`src/dummy_unused_none.sv`:
```
`timescale 1ns/1ps

```
`src/fao_pkg.sv`:
```
package fao_pkg;
  localparam int DATA_W = 32;
  localparam int ADDR_W = 4;
  localparam int CODE_W = 4;
  localparam int EVT_W = 4;

  localparam logic [ADDR_W-1:0] OFS_CTRL = 4'h0;
  localparam logic [ADDR_W-1:0] OFS_STATUS = 4'h4;
  localparam logic [ADDR_W-1:0] OFS_MASK = 4'h8;
  localparam logic [ADDR_W-1:0] OFS_RESULT = 4'hc;

  localparam int CTRL_RUN_BIT = 0;
  localparam logic CTRL_RUN_RST = 1'h1;
  localparam logic [EVT_W-1:0] MASK_RST = 4'h0;

  localparam int EVT_LOAD = 0;
  localparam int EVT_CHANGE = 1;
  localparam int EVT_OVER = 2;
  localparam int EVT_STANDBY = 3;

  localparam logic [1:0] RESP_OKAY = 2'h0;
  localparam logic [1:0] RESP_SLVERR = 2'h2;

  localparam int CLK_PERIOD_NS = 40;
  localparam int STANDBY_MAX_NS = 5000;
  localparam int STANDBY_CYC = STANDBY_MAX_NS / CLK_PERIOD_NS;

  typedef enum logic {
    PH_BALANCE = 1'b0,
    PH_SAMPLE = 1'b1
  } fao_phase_t;

  typedef struct packed {
    logic ovr;
    logic [CODE_W-1:0] code;
  } fao_conv_t;

  typedef struct packed {
    logic chg;
    logic ovr;
    logic [CODE_W-1:0] code;
  } fao_result_t;
endpackage

```
`src/fao_quant.sv`:
```
`timescale 1ns/1ps
module fao_quant #(
  parameter int VW = 8
) (
  input wire logic [VW-1:0] vin_i,
  output fao_pkg::fao_conv_t conv_o
);
  localparam int NCMP = 16;
  logic [NCMP-1:0] therm;

  // tap n sits at (2n-1)/32 of span: codes centred on whole steps
  genvar g;
  generate
    for (g = 1; g <= NCMP; g++) begin : g_cmp
      localparam logic [VW:0] TAP = (VW+1)'((2 * g - 1) << (VW - 5));
      assign therm[g-1] = {1'b0, vin_i} >= TAP;
    end
  endgenerate

  always_comb begin
    logic [fao_pkg::CODE_W:0] cnt;
    cnt = '0;
    for (int i = 0; i < NCMP - 1; i++) begin
      cnt = cnt + {{fao_pkg::CODE_W{1'b0}}, therm[i]};
    end
    conv_o.code = cnt[fao_pkg::CODE_W-1:0];
    conv_o.ovr = therm[NCMP-1]; // code already all ones here
  end
endmodule

```
`src/fao_top.sv`:
```
// Decided for this implementation: the AXI4-Lite slave port and the register addresses.
`timescale 1ns/1ps
module fao_top #(
  parameter int VW = 8,
  parameter int STANDBY_CYC = fao_pkg::STANDBY_CYC
) (
  input wire logic mclk_i,
  input wire logic rst_b_i,
  input wire logic sclk_pin_i,
  input wire logic [VW-1:0] vin_i,
  input wire logic code_bits_enable_n_i,
  input wire logic master_output_enable_i,
  output logic [fao_pkg::CODE_W-1:0] code_bit_o,
  output logic code_bit_oe_n_o,
  output logic result_changed_flag_o,
  output logic range_exceeded_flag_o,
  output logic flag_oe_n_o,
  output logic irq_o,
  input wire logic [fao_pkg::ADDR_W-1:0] s_axi_awaddr,
  input wire logic s_axi_awvalid,
  output logic s_axi_awready,
  input wire logic [fao_pkg::DATA_W-1:0] s_axi_wdata,
  input wire logic [3:0] s_axi_wstrb,
  input wire logic s_axi_wvalid,
  output logic s_axi_wready,
  output logic [1:0] s_axi_bresp,
  output logic s_axi_bvalid,
  input wire logic s_axi_bready,
  input wire logic [fao_pkg::ADDR_W-1:0] s_axi_araddr,
  input wire logic s_axi_arvalid,
  output logic s_axi_arready,
  output logic [fao_pkg::DATA_W-1:0] s_axi_rdata,
  output logic [1:0] s_axi_rresp,
  output logic s_axi_rvalid,
  input wire logic s_axi_rready
);
  localparam int EW = fao_pkg::EVT_W;
  localparam int CW = $clog2(STANDBY_CYC + 1);
  localparam logic [CW-1:0] STBY_LIM = CW'(STANDBY_CYC);

  // pin synchronisers; vin is assumed steady around the clock fall
  logic [1:0] sclk_sy_r, ben_sy_r, men_sy_r;
  logic [VW-1:0] vin_s1_r, vin_s2_r;
  always_ff @(posedge mclk_i or negedge rst_b_i) begin
    if (!rst_b_i) begin
      sclk_sy_r <= '0;
      ben_sy_r <= 2'h3;
      men_sy_r <= '0;
      vin_s1_r <= '0;
      vin_s2_r <= '0;
    end else begin
      sclk_sy_r <= {sclk_sy_r[0], sclk_pin_i};
      ben_sy_r <= {ben_sy_r[0], code_bits_enable_n_i};
      men_sy_r <= {men_sy_r[0], master_output_enable_i};
      vin_s1_r <= vin_i;
      vin_s2_r <= vin_s1_r;
    end
  end

  fao_pkg::fao_conv_t quant;
  fao_quant #(.VW(VW)) u_quant (
    .vin_i(vin_s2_r),
    .conv_o(quant)
  );

  // conversion datapath
  fao_pkg::fao_phase_t phase_r, phase_nxt;
  fao_pkg::fao_conv_t latch_r, latch_nxt;
  fao_pkg::fao_result_t out_r, out_nxt;
  logic code_oe_n_r, code_oe_n_nxt, flag_oe_n_r, flag_oe_n_nxt;
  logic [CW-1:0] stby_cnt_r, stby_cnt_nxt;
  logic run;
  logic fall, rise, stby_evt;
  logic [EW-1:0] evt;

  always_comb begin
    phase_nxt = sclk_sy_r[1] ? fao_pkg::PH_SAMPLE : fao_pkg::PH_BALANCE;
    fall = (phase_r == fao_pkg::PH_SAMPLE) && !sclk_sy_r[1];
    rise = (phase_r == fao_pkg::PH_BALANCE) && sclk_sy_r[1];
    latch_nxt = latch_r;
    out_nxt = out_r;
    evt = '0;
    if (run && fall) begin
      latch_nxt = quant;
    end
    // each rise loads whatever the last fall caught, so a double pulse
    // from either standby yields one fresh result
    if (run && rise) begin
      out_nxt.code = latch_r.code;
      out_nxt.ovr = latch_r.ovr;
      out_nxt.chg = (latch_r != {out_r.ovr, out_r.code});
      evt[fao_pkg::EVT_LOAD] = 1'b1;
      evt[fao_pkg::EVT_CHANGE] = out_nxt.chg;
      evt[fao_pkg::EVT_OVER] = latch_r.ovr;
    end
    // indefinite sample standby is legal, only flagged as droop hazard
    stby_evt = 1'b0;
    stby_cnt_nxt = '0;
    if (run && phase_r == fao_pkg::PH_SAMPLE && !fall) begin
      if (stby_cnt_r < STBY_LIM) begin
        stby_cnt_nxt = stby_cnt_r + 1'b1;
        stby_evt = (stby_cnt_r == STBY_LIM - 1'b1);
      end else begin
        stby_cnt_nxt = stby_cnt_r;
      end
    end
    evt[fao_pkg::EVT_STANDBY] = stby_evt;
    // stored result untouched by enables
    code_oe_n_nxt = !(men_sy_r[1] && !ben_sy_r[1]);
    flag_oe_n_nxt = !men_sy_r[1];
  end

  always_ff @(posedge mclk_i or negedge rst_b_i) begin
    if (!rst_b_i) begin
      phase_r <= fao_pkg::PH_BALANCE;
      latch_r <= '0;
      out_r <= '0;
      code_oe_n_r <= 1'b1;
      flag_oe_n_r <= 1'b1;
      stby_cnt_r <= '0;
    end else begin
      phase_r <= phase_nxt;
      latch_r <= latch_nxt;
      out_r <= out_nxt;
      code_oe_n_r <= code_oe_n_nxt;
      flag_oe_n_r <= flag_oe_n_nxt;
      stby_cnt_r <= stby_cnt_nxt;
    end
  end

  assign code_bit_o = out_r.code;
  assign result_changed_flag_o = out_r.chg;
  assign range_exceeded_flag_o = out_r.ovr;
  assign code_bit_oe_n_o = code_oe_n_r;
  assign flag_oe_n_o = flag_oe_n_r;

  // register slave
  logic awready_r, awready_nxt, wready_r, wready_nxt;
  logic bvalid_r, bvalid_nxt, arready_r, arready_nxt, rvalid_r, rvalid_nxt;
  logic [1:0] bresp_r, bresp_nxt, rresp_r, rresp_nxt;
  logic [fao_pkg::ADDR_W-1:0] waddr_r, waddr_nxt;
  logic [fao_pkg::DATA_W-1:0] wdata_r, wdata_nxt, rdata_r, rdata_nxt;
  logic [3:0] wstrb_r, wstrb_nxt;
  logic ctrl_r, ctrl_nxt;
  logic [EW-1:0] status_r, status_nxt, mask_r, mask_nxt;
  logic irq_r, irq_nxt;
  logic do_wr;
  logic [EW-1:0] w1c;

  assign run = ctrl_r;

  always_comb begin
    awready_nxt = awready_r;
    wready_nxt = wready_r;
    waddr_nxt = waddr_r;
    wdata_nxt = wdata_r;
    wstrb_nxt = wstrb_r;
    bvalid_nxt = bvalid_r;
    bresp_nxt = bresp_r;
    ctrl_nxt = ctrl_r;
    mask_nxt = mask_r;
    w1c = '0;
    if (s_axi_awvalid && awready_r) begin
      awready_nxt = 1'b0;
      waddr_nxt = s_axi_awaddr;
    end
    if (s_axi_wvalid && wready_r) begin
      wready_nxt = 1'b0;
      wdata_nxt = s_axi_wdata;
      wstrb_nxt = s_axi_wstrb;
    end
    do_wr = !awready_r && !wready_r && !bvalid_r;
    if (do_wr) begin
      bvalid_nxt = 1'b1;
      bresp_nxt = fao_pkg::RESP_OKAY;
      if (waddr_r == fao_pkg::OFS_CTRL) begin
        if (wstrb_r[0]) ctrl_nxt = wdata_r[fao_pkg::CTRL_RUN_BIT];
      end else if (waddr_r == fao_pkg::OFS_STATUS) begin
        if (wstrb_r[0]) w1c = wdata_r[EW-1:0];
      end else if (waddr_r == fao_pkg::OFS_MASK) begin
        if (wstrb_r[0]) mask_nxt = wdata_r[EW-1:0];
      end else if (waddr_r == fao_pkg::OFS_RESULT) begin
        bresp_nxt = fao_pkg::RESP_OKAY;
      end else begin
        bresp_nxt = fao_pkg::RESP_SLVERR;
      end
    end
    if (bvalid_r && s_axi_bready) begin
      bvalid_nxt = 1'b0;
      awready_nxt = 1'b1;
      wready_nxt = 1'b1;
    end
    // a new event beats a clear in the same cycle
    status_nxt = (status_r & ~w1c) | evt;
    irq_nxt = |(status_nxt & mask_nxt);

    arready_nxt = arready_r;
    rvalid_nxt = rvalid_r;
    rdata_nxt = rdata_r;
    rresp_nxt = rresp_r;
    if (s_axi_arvalid && arready_r) begin
      arready_nxt = 1'b0;
      rvalid_nxt = 1'b1;
      rresp_nxt = fao_pkg::RESP_OKAY;
      rdata_nxt = '0;
      if (s_axi_araddr == fao_pkg::OFS_CTRL) begin
        rdata_nxt[fao_pkg::CTRL_RUN_BIT] = ctrl_r;
      end else if (s_axi_araddr == fao_pkg::OFS_STATUS) begin
        rdata_nxt[EW-1:0] = status_r;
      end else if (s_axi_araddr == fao_pkg::OFS_MASK) begin
        rdata_nxt[EW-1:0] = mask_r;
      end else if (s_axi_araddr == fao_pkg::OFS_RESULT) begin
        rdata_nxt[$bits(fao_pkg::fao_result_t)-1:0] = out_r;
      end else begin
        rresp_nxt = fao_pkg::RESP_SLVERR;
      end
    end
    if (rvalid_r && s_axi_rready) begin
      rvalid_nxt = 1'b0;
      arready_nxt = 1'b1;
    end
  end

  always_ff @(posedge mclk_i or negedge rst_b_i) begin
    if (!rst_b_i) begin
      awready_r <= 1'b1;
      wready_r <= 1'b1;
      bvalid_r <= 1'b0;
      bresp_r <= fao_pkg::RESP_OKAY;
      waddr_r <= '0;
      wdata_r <= '0;
      wstrb_r <= '0;
      arready_r <= 1'b1;
      rvalid_r <= 1'b0;
      rresp_r <= fao_pkg::RESP_OKAY;
      rdata_r <= '0;
      ctrl_r <= fao_pkg::CTRL_RUN_RST;
      status_r <= '0;
      mask_r <= fao_pkg::MASK_RST;
      irq_r <= 1'b0;
    end else begin
      awready_r <= awready_nxt;
      wready_r <= wready_nxt;
      bvalid_r <= bvalid_nxt;
      bresp_r <= bresp_nxt;
      waddr_r <= waddr_nxt;
      wdata_r <= wdata_nxt;
      wstrb_r <= wstrb_nxt;
      arready_r <= arready_nxt;
      rvalid_r <= rvalid_nxt;
      rresp_r <= rresp_nxt;
      rdata_r <= rdata_nxt;
      ctrl_r <= ctrl_nxt;
      status_r <= status_nxt;
      mask_r <= mask_nxt;
      irq_r <= irq_nxt;
    end
  end

  assign s_axi_awready = awready_r;
  assign s_axi_wready = wready_r;
  assign s_axi_bvalid = bvalid_r;
  assign s_axi_bresp = bresp_r;
  assign s_axi_arready = arready_r;
  assign s_axi_rvalid = rvalid_r;
  assign s_axi_rresp = rresp_r;
  assign s_axi_rdata = rdata_r;
  assign irq_o = irq_r;
endmodule

```
`config.mk`:
```
export PLATFORM = sky130hd
export DESIGN_NAME = fao_top
export DESIGN_NICKNAME = d
export VERILOG_FILES = /design/src/dummy_unused_none.sv /design/src/fao_pkg.sv /design/src/fao_quant.sv /design/src/fao_top.sv
export SDC_FILE = /design/constraint.sdc
export NUM_CORES = 1
export LEC_CHECK = 0
export BUFFER_PORTS_ARGS = -buffer_cell sky130_fd_sc_hd__buf_2
export CAP_MARGIN = 15
export CELL_PAD_IN_SITES_DETAIL_PLACEMENT = 0
export CELL_PAD_IN_SITES_GLOBAL_PLACEMENT = 1
export CORE_MARGIN = 2
export CORE_UTILIZATION = 25
export CTS_BUF_LIST = sky130_fd_sc_hd__clkbuf_16
export CTS_CLUSTER_SIZE = 24
export DETAILED_ROUTE_END_ITERATION = 8
export HOLD_SLACK_MARGIN = 0.03
export MAX_ROUTING_LAYER = met4
export PLACE_DENSITY = 0.58
export SETUP_SLACK_MARGIN = 0.3
export SYNTH_ARGS = -nofsm -noshare
export SYNTH_HDL_FRONTEND = slang
export SYNTH_HIERARCHICAL = 1
export SYNTH_SLANG_ARGS = --single-unit
```
`constraint.sdc`:
```
create_clock -name mclk_i -period 4.5 [get_ports mclk_i]
set_input_delay 0.675 -clock mclk_i [delete_from_list [all_inputs] [get_ports mclk_i]]
set_output_delay 0.675 -clock mclk_i [all_outputs]
set_load 0.01 [all_outputs]
```
==> impl_metrics.csv <==
group,metric,value,unit
worst_setup_path,cpPeakStageDelay,580,ps
sta,slew_violations,0,
detailed_routing,met1_length,3275,um
power_and_ir_drop,p_clk_share,37.3,%
yosys,synth_area,3348,sq um
clock_tree,cts_tree,"done",
yosys,syn_inst,290,
power_and_ir_drop,irDropWorstVdd,0.0002444,V
detailed_routing,routed-wl-met2,2610,um
run,cap_violations,0,
die,die_w,119.7,um
global_routing,antenna_found_initial,1,
sta,fmax,249.0,MHz
worst_setup_path,required,4710,ps
detailed_routing,vias_per_cell,3.945,
sta,layout_min_cycle_time,4016,ps
global_routing,grt_pass1_wl,10770,um
detailed_routing,drt_first_iter_violations,83,
sta,tightest_slew,971.3,ps
worst_setup_path,cpMaxStageDelayCell,"fa_1",
clock_tree,cts.clk_slew.worst_paths,60,ps
sta,maxSlewHeadroom,35.25,%
worst_setup_path,critPathKind,"flop to flop",
yosys,yosys_warnings,6,
worst_setup_path,crit_cells,11,
finish,final_area,4096,sq um
power_and_ir_drop,p_total,2.325,mW
hold_path,worstHoldPathType,"flop to flop",
detailed_routing,highest_layer,"met4",
placement,io_buffer_count,49,
power_and_ir_drop,netSwitchingPower,670.3,uW
placement,dpl.hpwl,4842,um
placement,place.gp.congestion,0.7527,
worst_setup_path,crit_path_end_kind,"flop",
clock_tree,cts_buffers,9,
sta,rsz0062_at_grt,"no",
clock_tree,htreeDepth,3,
detailed_routing,route.met3.wl,369,um
sta,min_period_over_period,89.24,%
detailed_routing,drt_wl_total,6331,um
die,die_h,119.7,um
finish,stdcell_count,531,
die,boundaryPins,112,
worst_setup_path,cp_num_buf_inv,1,
worst_setup_path,startpoint_type,"flop",
detailed_routing,vias,2095,
sta,final-hold-violation-count,0,
global_routing,grt_max_degree,44,
clock_tree,cts_root_buf,"clkbuf_16",
detailed_routing,drtPass1Iterations,4,
finish,finalNetCount,425,
power_and_ir_drop,internal_power,1.655,mW
finish,area.sequential,1742,sq um
clock_tree,clk_latency,330,ps
worst_setup_path,arrival,4230,ps
power_and_ir_drop,p_leak,1.943,nW
detailed_routing,wl_per_cell,11.92,um
detailed_routing,antenna_left,0,
global_routing,grtUsageTotal,9.964,%
finish,drive_gt1_share,31.36,%
power_and_ir_drop,p_seq_share,39.5,%
sta,setup_violations,0,
finish,multiInputGateArea,1429,sq um
worst_setup_path,path_max_fanout,6,
finish,synthToLayoutAreaGrowth,22.35,%
power_and_ir_drop,powerDensity,567.6,nW/um^2
placement,placedInstanceArea,3707,sq um
yosys,syn_area_per_cell,11.55,sq um
worst_setup_path,crit_family,"adder cells",
sta,tns,0,ps
global_routing,grt_overflow_total,0,
placement,pre_cts_ws,367.9,ps
run_status,outcome,"finished clean",
detailed_routing,drc,0,
die,dieArea,14330,sq um
power_and_ir_drop,switching_share,28.83,%
global_routing,grt_pass1_vias,2060,
clock_tree,cts_sinks,69,
clock_tree,postCtsSetupBuffers,0,
worst_setup_path,crit_chain,"a21o_2 > o21a_1 > fa_1 > fa_1 > fa_1 > fa_1 > fa_1 > inv_1 > fa_1 > xnor2_1 > mux2_2",
worst_setup_path,cpMostUsedCell,"fa_1",
power_and_ir_drop,combinationalPowerShare,23.1,%
die,rows,42,
sta,skew,3.976,ps
finish,n_fill_cell,1346,
die,start_util,25.49,%
placement,dp_cells,514,
sta,setup_ws,484.3,ps
clock_tree,clk_path_buf_depth,2,
die,core,13140,sq um
hold_path,min_delay_path_depth,0,
worst_setup_path,reg2regPathDepth,11,
-- through the flow --
stage | hold WS, ps | utilization [%]
global placement | 332.0 | 28.22
detailed placement | 336.3 | 28.22
global route | 352.3 | 31.18
CTS | 349.3 | 31.05
finish | 346.7 | 31.18
floorplan | 331.2 | -
-- registers in the layout (all words and copies together) (netlist names), 4 cells and up --
name         flops
stby_cnt_r       7
s_axi_rdata      6
latch_r          5
vin_s1_r         5
vin_s2_r         5
code_bit_o       4
mask_r           4
status_r         4
waddr_r          4
wdata_r          4
-- path summary, 6_finish.rpt --
check | slack (ps) | endpoint | from
setup / recovery | 480 | latch_r[2] | vin_s2_r[3]
hold / removal | 350 | men_sy_r[1] | men_sy_r[0]
setup reg to reg | 480 | latch_r[2] | vin_s2_r[3]
hold reg to reg | 350 | men_sy_r[1] | men_sy_r[0]
max in group asynchronous | 3020 | s_axi_arready | rst_b_i
min in group asynchronous | 500 | s_axi_bvalid | rst_b_i
-- timing repair --
| item | CTS | global route |
|---|---|---|
| endpoints found under the setup margin | 0 | 2 |
| resized for setup | 0 | 6 |
| hold buffers | 0 | 0 |
-- power by group through the flow --
stage | Combinational [mW] | Clock (mW) | Sequential [mW]
after detailed placement | 0.550 | 0 | 0.931
after global placement | 0.537 | 0 | 0.927
final | 0.538 | 0.868 | 0.919
after global routing | 0.612 | 0.923 | 0.945
after CTS | 0.552 | 0.888 | 0.921
after floorplan | 0.389 | 0 | 0.918
-- layer usage --
metal  global-route usage (%)  up-vias
met2                    13.14       69
met1                    13.94      976
met3                    3.660        8
met4                    3.529        0
li1                         -     1042
met5                        -        -
-- placed cells by master (no fill, tap or decap), drive strengths merged, types with 4 or more instances in the layout --
master,n
a21o,4
buf,50
bufinv,4
dfstp,8
a21oi,8
fa,10
mux2,21
clkbuf,9
nand2,32
conb,28
o21ai,11
ha,4
nand3,10
xor2,5
xnor2,5
dfrtp,61
a22o,4
nor3,6
nor2,17
inv,22
-- layout make-up --
cell class / count / share of cell area, %
multi-input cells: 198 / 34.88
inverters: 21 / 1.924
clock buffers: 9 / 5.498
well taps: 176 / 5.376
repair buffers: 50 / 6.170
diodes: 1 / 0.06109
clock inverters: 7 / 3.574
flip-flops and latches: 69 / 42.52
(Power assumes the default switching activity.)
